<file path="src/hw/gl_pkg.sv">
// Shared constants and types for the genlock offset and sync reset block
package gl_pkg;
  // Register indexes; byte address is four times the index
  localparam logic [5:0] IDX_SYNC_CTRL = 6'h1a;
  localparam logic [5:0] IDX_H_OFFSET  = 6'h1b;
  localparam logic [5:0] IDX_V_OFFSET  = 6'h1c;
  localparam logic [5:0] IDX_PHASE     = 6'h1d;
  localparam logic [5:0] IDX_DRIFT     = 6'h1e;
  localparam logic [5:0] IDX_STATUS    = 6'h30;

  // Sync reset control fields
  localparam int unsigned BIT_STROBE   = 0;
  localparam int unsigned BIT_RSVD     = 1;
  localparam int unsigned BIT_TFID_SEL = 2;

  // Status fields
  localparam int unsigned BIT_ST_DRIFT  = 0;
  localparam int unsigned BIT_ST_ARMED  = 1;
  localparam int unsigned BIT_ST_PARITY = 2;
  localparam int unsigned POS_ST_TFCNT  = 4;

  // Field widths
  localparam int unsigned H_OFS_W = 6;
  localparam int unsigned REG_W   = 16;

  // Values after reset
  localparam logic [5:0]  H_OFFSET_RST = 6'h00;
  localparam logic [15:0] V_OFFSET_RST = 16'h0000;
  localparam logic [15:0] PHASE_RST    = 16'h0000;
  localparam logic [15:0] DRIFT_RST    = 16'h000b;

  // Ten-field sequence: last count of the field counter
  localparam logic [3:0] TFID_LAST = 4'h9;

  // Phase increment in picoseconds per selected video clock rate
  localparam logic [7:0] STEP_PS_RATE0 = 8'hc8;
  localparam logic [7:0] STEP_PS_RATE1 = 8'h96;
  localparam logic [7:0] STEP_PS_RATE2 = 8'h7d;
  localparam logic [7:0] STEP_PS_RATE3 = 8'h64;

  // Bus handshake states
  typedef enum {GL_BUS_IDLE, GL_BUS_ACK} gl_bus_st_t;
endpackage

</file>
<file path="src/hw/gl_delay_if.sv">
// Carrier between the timing top and an event delay unit
interface gl_delay_if;
  logic        trig;
  logic        step;
  logic [15:0] dly;
  logic        fire;

  modport dev (input trig, input step, input dly, output fire);
  modport ctl (output trig, output step, output dly, input fire);
endinterface

</file>
<file path="src/hw/gl_genlock_regs.sv">
// Genlock offset registers, sync reset and ten-field pulse timing
//
// Decided for this implementation: the Avalon-MM interface to the registers.
module gl_genlock_regs (
  input  wire logic        sys_clk,
  input  wire logic        resetn,
  input  wire logic [7:0]  avs_address,
  input  wire logic        avs_read,
  input  wire logic        avs_write,
  input  wire logic [31:0] avs_writedata,
  input  wire logic [3:0]  avs_byteenable,
  output logic      [31:0] avs_readdata,
  output logic             avs_waitrequest,
  input  wire logic        ref_hsync,
  input  wire logic        ref_vsync,
  input  wire logic        ten_field_id_in,
  input  wire logic [1:0]  clk_rate_sel,
  output logic             out_hsync,
  output logic             out_vsync,
  output logic             ten_field_id_pulse,
  output logic      [23:0] phase_shift_ps,
  output logic      [15:0] drift_limit,
  output logic             ref_drift_err
);
  // Byte-lane merge of a 16-bit register
  function automatic logic [15:0] merge16(input logic [15:0] old, input logic [31:0] wd,
                                          input logic [3:0] be);
    logic [15:0] r;
    r = old;
    if (be[0])
      r[7:0] = wd[7:0];
    if (be[1])
      r[15:8] = wd[15:8];
    return r;
  endfunction

  // Phase increment size for the selected clock rate
  function automatic logic [7:0] step_ps(input logic [1:0] sel);
    logic [7:0] s;
    case (sel)
      2'h0:    s = gl_pkg::STEP_PS_RATE0;
      2'h1:    s = gl_pkg::STEP_PS_RATE1;
      2'h2:    s = gl_pkg::STEP_PS_RATE2;
      default: s = gl_pkg::STEP_PS_RATE3;
    endcase
    return s;
  endfunction

  // Bus and register state
  gl_pkg::gl_bus_st_t bus_st_ff;
  gl_pkg::gl_bus_st_t nxt_bus_st;
  logic [31:0] rdata_ff;
  logic [31:0] nxt_rdata;
  logic        wait_ff;
  logic        nxt_wait;
  logic [5:0]  h_ofs_ff;
  logic [5:0]  nxt_h_ofs;
  logic [15:0] v_ofs_ff;
  logic [15:0] nxt_v_ofs;
  logic [15:0] phase_ff;
  logic [15:0] nxt_phase;
  logic [15:0] drift_ff;
  logic [15:0] nxt_drift;
  logic        tfid_sel_ff;
  logic        nxt_tfid_sel;
  logic        strobe_ff;
  logic        nxt_strobe;
  logic        strobe_high_ff;
  logic        nxt_strobe_high;
  logic        armed_ff;
  logic        nxt_armed;
  logic        arm_set;
  logic        arm_clr;

  // Timing state
  logic        hs_prev_ff;
  logic        vs_prev_ff;
  logic        hs_rise;
  logic        vs_rise;
  logic [5:0]  h_apl_ff;
  logic [5:0]  nxt_h_apl;
  logic [15:0] v_apl_ff;
  logic [15:0] nxt_v_apl;
  logic [15:0] line_cnt_ff;
  logic [15:0] nxt_line_cnt;
  logic [15:0] period_ff;
  logic [15:0] nxt_period;
  logic        drift_err_ff;
  logic        nxt_drift_err;
  logic [15:0] diff;
  logic [3:0]  tf_cnt_ff;
  logic [3:0]  nxt_tf_cnt;
  logic        parity_ff;
  logic        nxt_parity;
  logic        tf_ref_ff;
  logic        nxt_tf_ref;
  logic        tf_pulse_ff;
  logic        nxt_tf_pulse;
  logic [23:0] phase_ps_ff;
  logic [23:0] nxt_phase_ps;

  logic [5:0]  widx;
  logic        wr_take;
  logic [15:0] h_merge;

  gl_delay_if h_dl ();
  gl_delay_if v_dl ();

  assign hs_rise = ref_hsync & ~hs_prev_ff;
  assign vs_rise = ref_vsync & ~vs_prev_ff;
  assign widx    = avs_address[7:2];
  assign wr_take = (bus_st_ff == gl_pkg::GL_BUS_ACK) && avs_write;
  // Horizontal offset widened for the lane merge, cut back to six bits on store
  assign h_merge = merge16({10'h000, h_ofs_ff}, avs_writedata, avs_byteenable);

  // Software strobe: high then written low arms the reset when selected
  assign arm_set = wr_take && (widx == gl_pkg::IDX_SYNC_CTRL) && avs_byteenable[0]
                   && !avs_writedata[gl_pkg::BIT_STROBE] && strobe_high_ff
                   && tfid_sel_ff;
  assign arm_clr = v_dl.fire && parity_ff;

  // Avalon slave: one wait cycle, then a one-cycle answer
  always_comb
  begin
    nxt_bus_st      = bus_st_ff;
    nxt_wait        = 1'b1;
    nxt_rdata       = rdata_ff;
    nxt_h_ofs       = h_ofs_ff;
    nxt_v_ofs       = v_ofs_ff;
    nxt_phase       = phase_ff;
    nxt_drift       = drift_ff;
    nxt_tfid_sel    = tfid_sel_ff;
    nxt_strobe      = strobe_ff;
    nxt_strobe_high = strobe_high_ff;
    case (bus_st_ff)
      gl_pkg::GL_BUS_IDLE:
      begin
        if (avs_read || avs_write)
        begin
          nxt_bus_st = gl_pkg::GL_BUS_ACK;
          nxt_wait   = 1'b0;
          nxt_rdata  = 32'h0000_0000;
          case (widx)
            gl_pkg::IDX_SYNC_CTRL:
            begin
              nxt_rdata[gl_pkg::BIT_STROBE]   = strobe_ff;
              nxt_rdata[gl_pkg::BIT_TFID_SEL] = tfid_sel_ff;
            end
            gl_pkg::IDX_H_OFFSET: nxt_rdata[5:0]  = h_ofs_ff;
            gl_pkg::IDX_V_OFFSET: nxt_rdata[15:0] = v_ofs_ff;
            gl_pkg::IDX_PHASE:    nxt_rdata[15:0] = phase_ff;
            gl_pkg::IDX_DRIFT:    nxt_rdata[15:0] = drift_ff;
            gl_pkg::IDX_STATUS:
            begin
              nxt_rdata[gl_pkg::BIT_ST_DRIFT]  = drift_err_ff;
              nxt_rdata[gl_pkg::BIT_ST_ARMED]  = armed_ff;
              nxt_rdata[gl_pkg::BIT_ST_PARITY] = parity_ff;
              nxt_rdata[gl_pkg::POS_ST_TFCNT +: 4] = tf_cnt_ff;
            end
            default: nxt_rdata = 32'h0000_0000;
          endcase
        end
      end
      gl_pkg::GL_BUS_ACK:
      begin
        nxt_bus_st = gl_pkg::GL_BUS_IDLE;
        if (avs_write)
        begin
          case (widx)
            gl_pkg::IDX_SYNC_CTRL:
            begin
              if (avs_byteenable[0])
              begin
                // Reserved bit is not stored and reads zero
                nxt_strobe   = avs_writedata[gl_pkg::BIT_STROBE];
                nxt_tfid_sel = avs_writedata[gl_pkg::BIT_TFID_SEL];
                if (avs_writedata[gl_pkg::BIT_STROBE])
                  nxt_strobe_high = 1'b1;
                else
                  nxt_strobe_high = 1'b0;
              end
            end
            gl_pkg::IDX_H_OFFSET:
            begin
              nxt_h_ofs = h_merge[gl_pkg::H_OFS_W-1:0];
            end
            gl_pkg::IDX_V_OFFSET: nxt_v_ofs = merge16(v_ofs_ff, avs_writedata, avs_byteenable);
            gl_pkg::IDX_PHASE:    nxt_phase = merge16(phase_ff, avs_writedata, avs_byteenable);
            gl_pkg::IDX_DRIFT:    nxt_drift = merge16(drift_ff, avs_writedata, avs_byteenable);
            default:              nxt_phase = phase_ff;
          endcase
        end
      end
      default: nxt_bus_st = gl_pkg::GL_BUS_IDLE;
    endcase
    // Set wins over the frame-start clear
    nxt_armed = arm_set ? 1'b1 : (arm_clr ? 1'b0 : armed_ff);
  end

  // Register bus and register state
  always_ff @(posedge sys_clk or negedge resetn)
  begin
    if (!resetn)
    begin
      bus_st_ff      <= gl_pkg::GL_BUS_IDLE;
      wait_ff        <= 1'b1;
      rdata_ff       <= 32'h0000_0000;
      h_ofs_ff       <= gl_pkg::H_OFFSET_RST;
      v_ofs_ff       <= gl_pkg::V_OFFSET_RST;
      phase_ff       <= gl_pkg::PHASE_RST;
      drift_ff       <= gl_pkg::DRIFT_RST;
      tfid_sel_ff    <= 1'b0;
      strobe_ff      <= 1'b0;
      strobe_high_ff <= 1'b0;
      armed_ff       <= 1'b0;
    end
    else
    begin
      bus_st_ff      <= nxt_bus_st;
      wait_ff        <= nxt_wait;
      rdata_ff       <= nxt_rdata;
      h_ofs_ff       <= nxt_h_ofs;
      v_ofs_ff       <= nxt_v_ofs;
      phase_ff       <= nxt_phase;
      drift_ff       <= nxt_drift;
      tfid_sel_ff    <= nxt_tfid_sel;
      strobe_ff      <= nxt_strobe;
      strobe_high_ff <= nxt_strobe_high;
      armed_ff       <= nxt_armed;
    end
  end

  // Horizontal delay counts clocks, vertical delay counts reference lines
  assign h_dl.trig = hs_rise;
  assign h_dl.step = 1'b1;
  assign h_dl.dly  = {10'h000, h_apl_ff};
  assign v_dl.trig = vs_rise;
  assign v_dl.step = hs_rise;
  assign v_dl.dly  = v_apl_ff;

  gl_event_delay u_h_delay (
    .sys_clk (sys_clk),
    .resetn  (resetn),
    .dl      (h_dl.dev)
  );

  gl_event_delay u_v_delay (
    .sys_clk (sys_clk),
    .resetn  (resetn),
    .dl      (v_dl.dev)
  );

  assign diff = (line_cnt_ff > period_ff) ? (line_cnt_ff - period_ff)
                                          : (period_ff - line_cnt_ff);

  // Field sampling, drift check, ten-field sequence and phase product
  always_comb
  begin
    nxt_h_apl     = h_apl_ff;
    nxt_v_apl     = v_apl_ff;
    nxt_line_cnt  = line_cnt_ff;
    nxt_period    = period_ff;
    nxt_drift_err = drift_err_ff;
    nxt_tf_cnt    = tf_cnt_ff;
    nxt_parity    = parity_ff;
    nxt_tf_ref    = tf_ref_ff;
    nxt_tf_pulse  = 1'b0;
    if (vs_rise)
    begin
      nxt_h_apl  = h_ofs_ff;
      nxt_v_apl  = v_ofs_ff;
      nxt_tf_ref = ten_field_id_in;
    end
    if (line_cnt_ff != 16'hffff)
      nxt_line_cnt = line_cnt_ff + 16'h0001;
    if (hs_rise)
    begin
      nxt_line_cnt = 16'h0001;
      nxt_period   = line_cnt_ff;
      if (period_ff != 16'h0000)
        nxt_drift_err = diff > drift_ff;
    end
    if (v_dl.fire)
    begin
      nxt_parity = ~parity_ff;
      if (parity_ff && armed_ff)
      begin
        // Software reset starts a new ten-field sequence at this frame
        nxt_tf_cnt   = 4'h0;
        nxt_tf_pulse = 1'b1;
      end
      else if (tf_ref_ff)
      begin
        nxt_tf_cnt   = 4'h0;
        nxt_tf_pulse = 1'b1;
        nxt_parity   = 1'b1;
        nxt_tf_ref   = 1'b0;
      end
      else if (tf_cnt_ff == gl_pkg::TFID_LAST)
      begin
        nxt_tf_cnt   = 4'h0;
        nxt_tf_pulse = 1'b1;
      end
      else
      begin
        nxt_tf_cnt = tf_cnt_ff + 4'h1;
      end
    end
    nxt_phase_ps = 24'(phase_ff) * 24'(step_ps(clk_rate_sel));
  end

  // Register timing state
  always_ff @(posedge sys_clk or negedge resetn)
  begin
    if (!resetn)
    begin
      hs_prev_ff   <= 1'b0;
      vs_prev_ff   <= 1'b0;
      h_apl_ff     <= gl_pkg::H_OFFSET_RST;
      v_apl_ff     <= gl_pkg::V_OFFSET_RST;
      line_cnt_ff  <= 16'h0000;
      period_ff    <= 16'h0000;
      drift_err_ff <= 1'b0;
      tf_cnt_ff    <= 4'h0;
      parity_ff    <= 1'b0;
      tf_ref_ff    <= 1'b0;
      tf_pulse_ff  <= 1'b0;
      phase_ps_ff  <= 24'h000000;
    end
    else
    begin
      hs_prev_ff   <= ref_hsync;
      vs_prev_ff   <= ref_vsync;
      h_apl_ff     <= nxt_h_apl;
      v_apl_ff     <= nxt_v_apl;
      line_cnt_ff  <= nxt_line_cnt;
      period_ff    <= nxt_period;
      drift_err_ff <= nxt_drift_err;
      tf_cnt_ff    <= nxt_tf_cnt;
      parity_ff    <= nxt_parity;
      tf_ref_ff    <= nxt_tf_ref;
      tf_pulse_ff  <= nxt_tf_pulse;
      phase_ps_ff  <= nxt_phase_ps;
    end
  end

  // Outputs straight from flip-flops
  assign avs_readdata       = rdata_ff;
  assign avs_waitrequest    = wait_ff;
  assign out_hsync          = h_dl.fire;
  assign out_vsync          = v_dl.fire;
  assign ten_field_id_pulse = tf_pulse_ff;
  assign phase_shift_ps     = phase_ps_ff;
  assign drift_limit        = drift_ff;
  assign ref_drift_err      = drift_err_ff;
endmodule

</file>
<file path="src/hw/gl_event_delay.sv">
// Delays one event by a programmable number of step ticks
module gl_event_delay (
  input wire logic sys_clk,
  input wire logic resetn,
  gl_delay_if.dev  dl
);
  logic [15:0] cnt_ff;
  logic [15:0] nxt_cnt;
  logic        busy_ff;
  logic        nxt_busy;
  logic        fire_ff;
  logic        nxt_fire;

  // Load on trigger, count steps, fire when the count runs out
  always_comb
  begin
    nxt_cnt  = cnt_ff;
    nxt_busy = busy_ff;
    nxt_fire = 1'b0;
    if (dl.trig)
    begin
      if (dl.dly == 16'h0000)
      begin
        nxt_fire = 1'b1; // Zero delay passes the event straight on
        nxt_busy = 1'b0;
      end
      else
      begin
        nxt_cnt  = dl.dly;
        nxt_busy = 1'b1;
      end
    end
    else if (busy_ff && dl.step)
    begin
      if (cnt_ff == 16'h0001)
      begin
        nxt_fire = 1'b1;
        nxt_busy = 1'b0;
      end
      else
      begin
        nxt_cnt = cnt_ff - 16'h0001;
      end
    end
  end

  // Register the counter state
  always_ff @(posedge sys_clk or negedge resetn)
  begin
    if (!resetn)
    begin
      cnt_ff  <= 16'h0000;
      busy_ff <= 1'b0;
      fire_ff <= 1'b0;
    end
    else
    begin
      cnt_ff  <= nxt_cnt;
      busy_ff <= nxt_busy;
      fire_ff <= nxt_fire;
    end
  end

  assign dl.fire = fire_ff;
endmodule

</file>
<file path="config.mk">
export PLATFORM = sky130hd
export DESIGN_NAME = gl_genlock_regs
export DESIGN_NICKNAME = d
export VERILOG_FILES = /design/src/hw/gl_pkg.sv /design/src/hw/gl_delay_if.sv /design/src/hw/gl_genlock_regs.sv /design/src/hw/gl_event_delay.sv
export SDC_FILE = /design/constraint.sdc
export NUM_CORES = 1
export LEC_CHECK = 0
export BUFFER_PORTS_ARGS = -buffer_cell sky130_fd_sc_hd__clkbuf_2
export CAP_MARGIN = 0
export CORE_UTILIZATION = 39
export DETAILED_ROUTE_END_ITERATION = 16
export GPL_ROUTABILITY_DRIVEN = 1
export PLACE_DENSITY = 0.62
export RECOVER_POWER = 25
export SKIP_CTS_REPAIR_TIMING = 1
export SYNTH_ARGS = -nofsm -noshare
export SYNTH_HDL_FRONTEND = slang
export SYNTH_SLANG_ARGS = --single-unit
</file>
<file path="constraint.sdc">
create_clock -name sys_clk -period 6.35 [get_ports sys_clk]
set_input_delay 0.635 -clock sys_clk [delete_from_list [all_inputs] [get_ports sys_clk]]
set_output_delay 0.635 -clock sys_clk [all_outputs]
set_load 0.005 [all_outputs]
</file>
==> results of run 1 <==
## layout by cell type, fill, tap and decap left out, types with 5 or more instances in the layout
cell | synthesis | layout
dfrtp_1 | 195 | 195
nand2_1 | 192 | 192
inv_1 | 152 | 152
ha_1 | 103 | 103
clkbuf_2 | 0 | 90
fa_1 | 86 | 86
a21oi_1 | 85 | 85
nor2b_1 | 82 | 80
nor2_1 | 72 | 72
o21ai_0 | 65 | 65
o21ai_1 | 39 | 39
and2_1 | 30 | 30
mux2_1 | 30 | 30
xnor2_1 | 29 | 29
nor3_1 | 26 | 26
nand3_1 | 24 | 24
nand2b_1 | 23 | 23
a21o_1 | 23 | 23
xor2_1 | 18 | 18
nand4_1 | 17 | 17
clkbuf_16 | 0 | 17
buf_4 | 16 | 17
conb_1 | 1 | 16
a22o_1 | 15 | 15
nor4_1 | 14 | 14
mux2i_1 | 14 | 14
mux2_2 | 13 | 13
a211oi_1 | 9 | 9
or3_1 | 9 | 9
o21a_1 | 8 | 8
a221oi_1 | 7 | 7
o22ai_1 | 7 | 7
a22oi_1 | 7 | 7
inv_6 | 0 | 7
and4_1 | 6 | 6
a311oi_1 | 5 | 5
a31oi_1 | 5 | 5
and3_1 | 5 | 5
clkbuf_1 | 58 | 5
## path summary, 6_finish.rpt
path                       slack (ns)                               to                         from
max                              0.77     phase_shift_ps[20]$_DFF_PN0_              clk_rate_sel[0]
min                              0.33             vs_prev_ff$_DFF_PN0_                    ref_vsync
max reg2reg                      1.39     phase_shift_ps[20]$_DFF_PN0_      phase_ff[3]$_DFFE_PN0P_
min reg2reg                      0.48      avs_readdata[5]$_DFFE_PN0P_  avs_readdata[5]$_DFFE_PN0P_
max in group asynchronous        1.45  u_h_delay.cnt_ff[6]$_DFFE_PN0P_                       resetn
min in group asynchronous        2.10      avs_readdata[6]$_DFFE_PN0P_                       resetn
## metrics by stage
stage	utilization (%)	hold WS, ns	cells	total power [mW]
floorplan	-	0.339	1580	3.07
global placement	42.1	0.465	2073	3.48
detailed placement	42.1	0.469	2073	3.54
CTS	43.6	0.297	2105	4.63
global route	43.5	0.323	2105	4.96
finish	43.5	0.331	2105	4.59
## worst register-to-register path: stages, from the launching register on
cell      delay [ns]
dfrtp_1         0.50
nor2b_1         0.21
fa_1            0.44
fa_1            0.49
inv_1           0.06
fa_1            0.50
fa_1            0.54
inv_1           0.04
ha_1            0.35
a21o_1          0.19
a21oi_2         0.18
a211oi_1        0.12
or4_4           0.52
a22o_1          0.27
or4_1           0.41
nand3_1         0.10
## area by class of cell
class	instances	area [um^2]
well taps	468	586
clock buffers	17	425
multi-input cells	1141	8670
clock inverters	15	133
flip-flops and latches	199	4980
fillers	3547	20700
repair buffers	113	607
inverters	152	571
## layer usage
metal / up-vias / part of all wire, % / GRT usage, %
met5: - / 0 / 0
met4: 0 / 2.1 / 6.24
met3: 46 / 3.2 / 2.56
met2: 193 / 50 / 34.0
met1: 5501 / 45 / 25.3
li1: 5371 / - / -
## state kept, by name (all words and copies together) (netlist names), 16 cells and up
name and flops:
v_apl_ff 16, u_h_delay.cnt_ff 16, avs_readdata 16, v_ofs_ff 16
period_ff 16, phase_ff 16, line_cnt_ff 16, drift_limit 16
u_v_delay.cnt_ff 16, phase_shift_ps 24
## power breakdown
group | internal (mW) | switching [mW]
sequential | 1.45 | 0.197
combinational | 0.807 | 1.06
clock | 0.519 | 0.560
total | 2.77 | 1.82
## cells by family after synthesis
| group | count (synthesis) | share of synthesized area, % |
|---|---|---|
| other | 1 | 0.0257 |
| AO/OA/AOI/OAI | 313 | 13.4 |
| adder cells (fa/ha/maj) | 189 | 20.7 |
| AND/OR/NAND/NOR | 519 | 17.8 |
| flip-flops | 199 | 34.2 |
| XOR/XNOR | 47 | 2.83 |
| multiplexers | 57 | 4.29 |
| buffers and inverters | 240 | 6.75 |
==> impl_results.md, run 1 <==
- Outcome: complete, but fails checks
- Failing checks: max-capacitance violations, max-slew violations
- Starting Density: 39.7%
- Clk sinks: 199
- Max Fclk: between 150 and 200 MHz
- WS Path Type: in2reg
- Core ar.: 36700 um^2
- Least-Margin Pin Slew: around 4.7 ns
- Vias: 11111
- Synth Flop Type: dfrtp_1
- Min-Delay Path Class: in2reg
- Antenna viol nets, final: 0
- Max cap viols: 3
- Tmin final: ~5.6 ns
- Initial antenna violation count: 0
- Setup TNS: 0 ns
- DR pass1 iterations: 5
- Placed inst area: 15400 um^2
- Synth cell types: 76
- Die H: 195 um
- CP max FO: 17
- Worst Clk Skew: 0.0146 ns
- Worst hold stages: 1
- Pin count of the biggest net entering global routing: 100
- Final hold vios: 0
- Most numerous cell in the Yosys netlist: dfrtp_1
- GRT Resource Usage Total: about a fifth
- I/O pins: 130
- CP max stage delay: 0.58 ns
- Final period utilization: between 80% and 90%
- Last weighted congestion value of the routability-driven placer: 0.834
- Final instance area: 16000 um^2
- Core Rows: 70
- Critical Path AT: 5.98 ns
- Root buffer cell: clkbuf_16
- Synth warn: 0
- Worst VDD drop: 0.222 mV
- Fraction of registers with async set/reset: 100%
- Static Leak: 8.10 nW
- Die Area: 38100 um^2
- Post-DP HPWL: 27300 um
- Nets: 1866
- PwrDens: around 290 nW/um^2
- Flops & latches, synth: between 150 and 200
- First-pass GRT wire length: 59200 um
- DR iter-0 viols: between 700 and 800
- CTS buffer count: 17
- Routed WL per cell: about 17 um
- GR Overflow Total: 0
- Setup repair after global routing missed its margin: no
- EDFF count, synth: 0
- R2R depth: 15
- Clock tree buffer depth: 2
- Top post-synthesis cells by area: dfrtp_1, fa_1, ha_1, nand2_1, inv_1
- Final worst slack: 0.771 ns
- # DRC: 0
- Largest delay share family, worst path: adder cells
- Worst slack, placed: 0.434 ns
- Startpoint Class: primary input
- Register area share after synthesis: roughly a third
- Slew margin rel.: -214%
- # diodes: 0
- Critical path required time: 6.75 ns
- Vias in the first global route: 11165
- Synth cell count leaders: dfrtp_1, nand2_1, inv_1, ha_1, fa_1
- Post-Syn Area per Cell: 9.31 um^2
- Share of layout cells above drive strength 1: 10.5%
- Post-synthesis cell count: between 1500 and 2000
- Vias/cell: 5.28
- Worst-Skew Late Latency: about 0.46 ns
- Post-synth top area cell: dfrtp_1
- H-tree depth: 4
- Worst path slowest cell: clkbuf_1
- Final Max Tran Viols: between 150 and 200
- Die width: 195 um
- WL final: 35600 um
- CP endpoint kind: flop
- Port Buffers: between 90 and 100
- CTS tree: done
- Area Growth Syn to Fin: 9.66%
- WP buf/inv: 6
- Synthesized area: between 10000 and 15000 um^2
- Top cell type's share of synthesized area: 33.5%
- Clock Pin Slew Worst Setup and Hold Paths: 0.08 ns
- CP cell instances: clkbuf_2, inv_1, ha_1, clkbuf_1, o21ai_0, fa_1, fa_1, inv_1, fa_1, inv_1, fa_1, inv_1, ha_1, a21oi_2, a211oi_1, or4_4, a22o_1, or4_1, nand3_1
- Worst path depth: 19
- Final setup viols: 0
(Power assumes the default switching activity.)
==> run 2, diff against run 1 <==
clock period = 5.6 ns   (was 6.35 ns; I/O delays follow)
==> run 2 against run 1 <==
Compared with the run above: the run still ends with max-capacitance violations, max-slew violations left; sequential share of layout area shrank 0.34 points; power rose by 15%; cell count up 0.57%; core utilization up 0.48 points; die area is the same; worst setup slack worse by 0.25 ns; routed wire length is 1.8% higher; non-clock buffer count grew 11; sequential cell count unchanged; clock power is 19% higher; global-route usage increased by 0.27 points; first-iteration DRC count increased by 0.53%; largest cell class unchanged; largest power group unchanged.
==> impl_results.md, run 2 (synthesized netlist as in run 1, its figures left out) <==
- Outcome: complete, but fails checks
- Failing checks: max-capacitance violations, max-slew violations
- Min-Delay Path Class: in2reg
- Die H: ~200 um
- Die width: roughly 200 um
- Vias: between 10000 and 15000
- Nets: 1877
- Critical path required time: 6.00 ns
- Clock Pin Slew Worst Setup and Hold Paths: 0.08 ns
- Hold wc startpoint: ref_hsync
- I/O pins: 130
- WP buf/inv: 3
- Pin count of the biggest net entering global routing: 116
- CP endpoint kind: flop
- Max Fclk: 197 MHz
- Die Area: 38100 um^2
- Static Leak: 8.19 nW
- Clk sinks: just under 200
- Most frequent cells in the layout: dfrtp_1, nand2_1, inv_1
- H-tree depth: 4
- Final instance area: 16200 um^2
- Startpoint Class: primary input
- WS Path Type: in2reg
- Least-Margin Pin Slew: 2.98 ns
- Largest register FFs: 24
- R2R depth: 15
- Largest delay share family, worst path: adder cells
- Core ar.: ~37000 um^2
- Vias/cell: 5.28
- Placed inst area: 15600 um^2
- Final period utilization: about nine tenths
- Antenna viol nets, final: 0
- Most frequent CP cell: fa_1
- Setup repair after global routing missed its margin: no
- Starting Density: 39.7%
- Root buffer cell: clkbuf_16
- Worst Clk Skew: 0.0147 ns
- Slew margin rel.: -98.6%
- PwrDens: approximately 330 nW/um^2
- Worst-Skew Late Latency: 0.46 ns
- Worst R2R Start: phase_ff[3]$_DFFE_PN0P_
- CP cell instances: clkbuf_2, buf_4, ha_1, nor2_2, buf_12, nor2b_1, fa_1, fa_1, fa_1, fa_1, ha_1, and4_1, nand2_1, a211oi_1, or4_4, a22o_1, or4_1, nand3_1
- CTS buffer count: 17
- Routed WL per cell: 17.1 um
- Final hold vios: 0
- GR Overflow Total: 0
- Critical Path AT: between 5 and 6 ns
- CTS tree: done
- Max cap viols: 1
- Final setup viols: 0
- Area Growth Syn to Fin: 10.9%
- CP max stage delay: 0.57 ns
- DR iter-0 viols: 754
- DR pass1 iterations: 6
- Port Buffers: 93
- GRT Resource Usage Total: 19.9%
- Final Max Tran Viols: 115
- Core Rows: 70
- Last weighted congestion value of the routability-driven placer: 0.859
- Worst hold endpoint: hs_prev_ff$_DFF_PN0_
- Initial antenna violation count: 2
- Post-DP HPWL: 27800 um
- WL final: 36200 um
- Clock tree buffer depth: 2
- Vias in the first global route: 11587
- # DRC: 0
- Share of layout cells above drive strength 1: between 10% and 20%
- FF-to-FF setup slack: 0.65 ns
- Worst path slowest cell: fa_1
- Worst hold stages: 1
- Worst r2r dst: phase_shift_ps[20]$_DFF_PN0_
- Tmin final: roughly 5.1 ns
- Worst VDD drop: between 0.2 and 0.25 mV
- Setup TNS: 0 ns
- Commonest non-fill, non-tap cell in the layout: dfrtp_1
- CP max FO: 16
- First-pass GRT wire length: 59900 um
==> run 2: cell types whose count changed in the layout (fill, tap and decap cells not counted) <==
cell,before,now
buf_4,17,26
buf_12,0,4
clkinv_2,3,0
clkbuf_1,5,3
clkinvlp_4,0,2
inv_6,7,5
bufinv_16,0,1
clkbuf_2,90,91
clkbuf_8,0,1
clkdlybuf4s25_1,1,0
diode_2,0,1
inv_8,2,3
nor2_1,72,71
nor2_2,0,1
==> run 2: area by class of cell <==
type	instances	area, um^2
Clock buffer	18	439
Inverter	152	571
Antenna cell	1	2.50
Sequential cell	199	4980
Clock inverter	14	156
Fill cell	3559	20500
Timing Repair Buffer	124	742
Tap cell	468	586
Multi-Input combinational cell	1141	8670
==> run 2: how the worst max path moves through the flow <==
stage	slack (ns)	cells after the start	startpoint	endpoint
2_1_floorplan	0.03	18	clk_rate_sel[0]	phase_shift_ps[20]$_DFF_PN0_
3_3_place_gp	0.13	18	clk_rate_sel[1]	phase_shift_ps[20]$_DFF_PN0_
3_5_place_dp	0.07	18	clk_rate_sel[0]	phase_shift_ps[20]$_DFF_PN0_
4_1_cts	0.55	18	clk_rate_sel[0]	phase_shift_ps[20]$_DFF_PN0_
5_1_grt	0.34	18	clk_rate_sel[0]	phase_shift_ps[20]$_DFF_PN0_
6_report	0.52	18	clk_rate_sel[0]	phase_shift_ps[20]$_DFF_PN0_
==> run 2: power breakdown <==
part	leakage (nW)	internal [mW]	switching, mW	total, mW
clock network	0.287	0.648	0.637	1.28
registers	2.61	1.64	0.223	1.86
logic	5.29	0.936	1.21	2.14
total	8.19	3.23	2.07	5.29
==> run 2: metrics by stage <==
| stage | worst slack, ns | instances | util (%) | power (mW) | hold slack, ns |
|---|---|---|---|---|---|
| finish | 0.522 | 2117 | 44.0 | 5.29 | 0.260 |
| global placement | 0.125 | 2084 | 42.4 | 3.97 | 0.464 |
| floorplan | 0.0312 | 1580 | - | 3.48 | 0.264 |
| global route | 0.336 | 2116 | 44.0 | 5.70 | 0.253 |
| detailed placement | 0.0662 | 2084 | 42.4 | 4.04 | 0.472 |
| CTS | 0.548 | 2116 | 44.1 | 5.34 | 0.236 |
==> run 2: metal layers <==
metal / track usage (%) / part of all wire, %
met5: 0 / 0
met2: 34.7 / 50
met1: 24.7 / 43
met3: 3.01 / 4.0
met4: 7.84 / 3.2
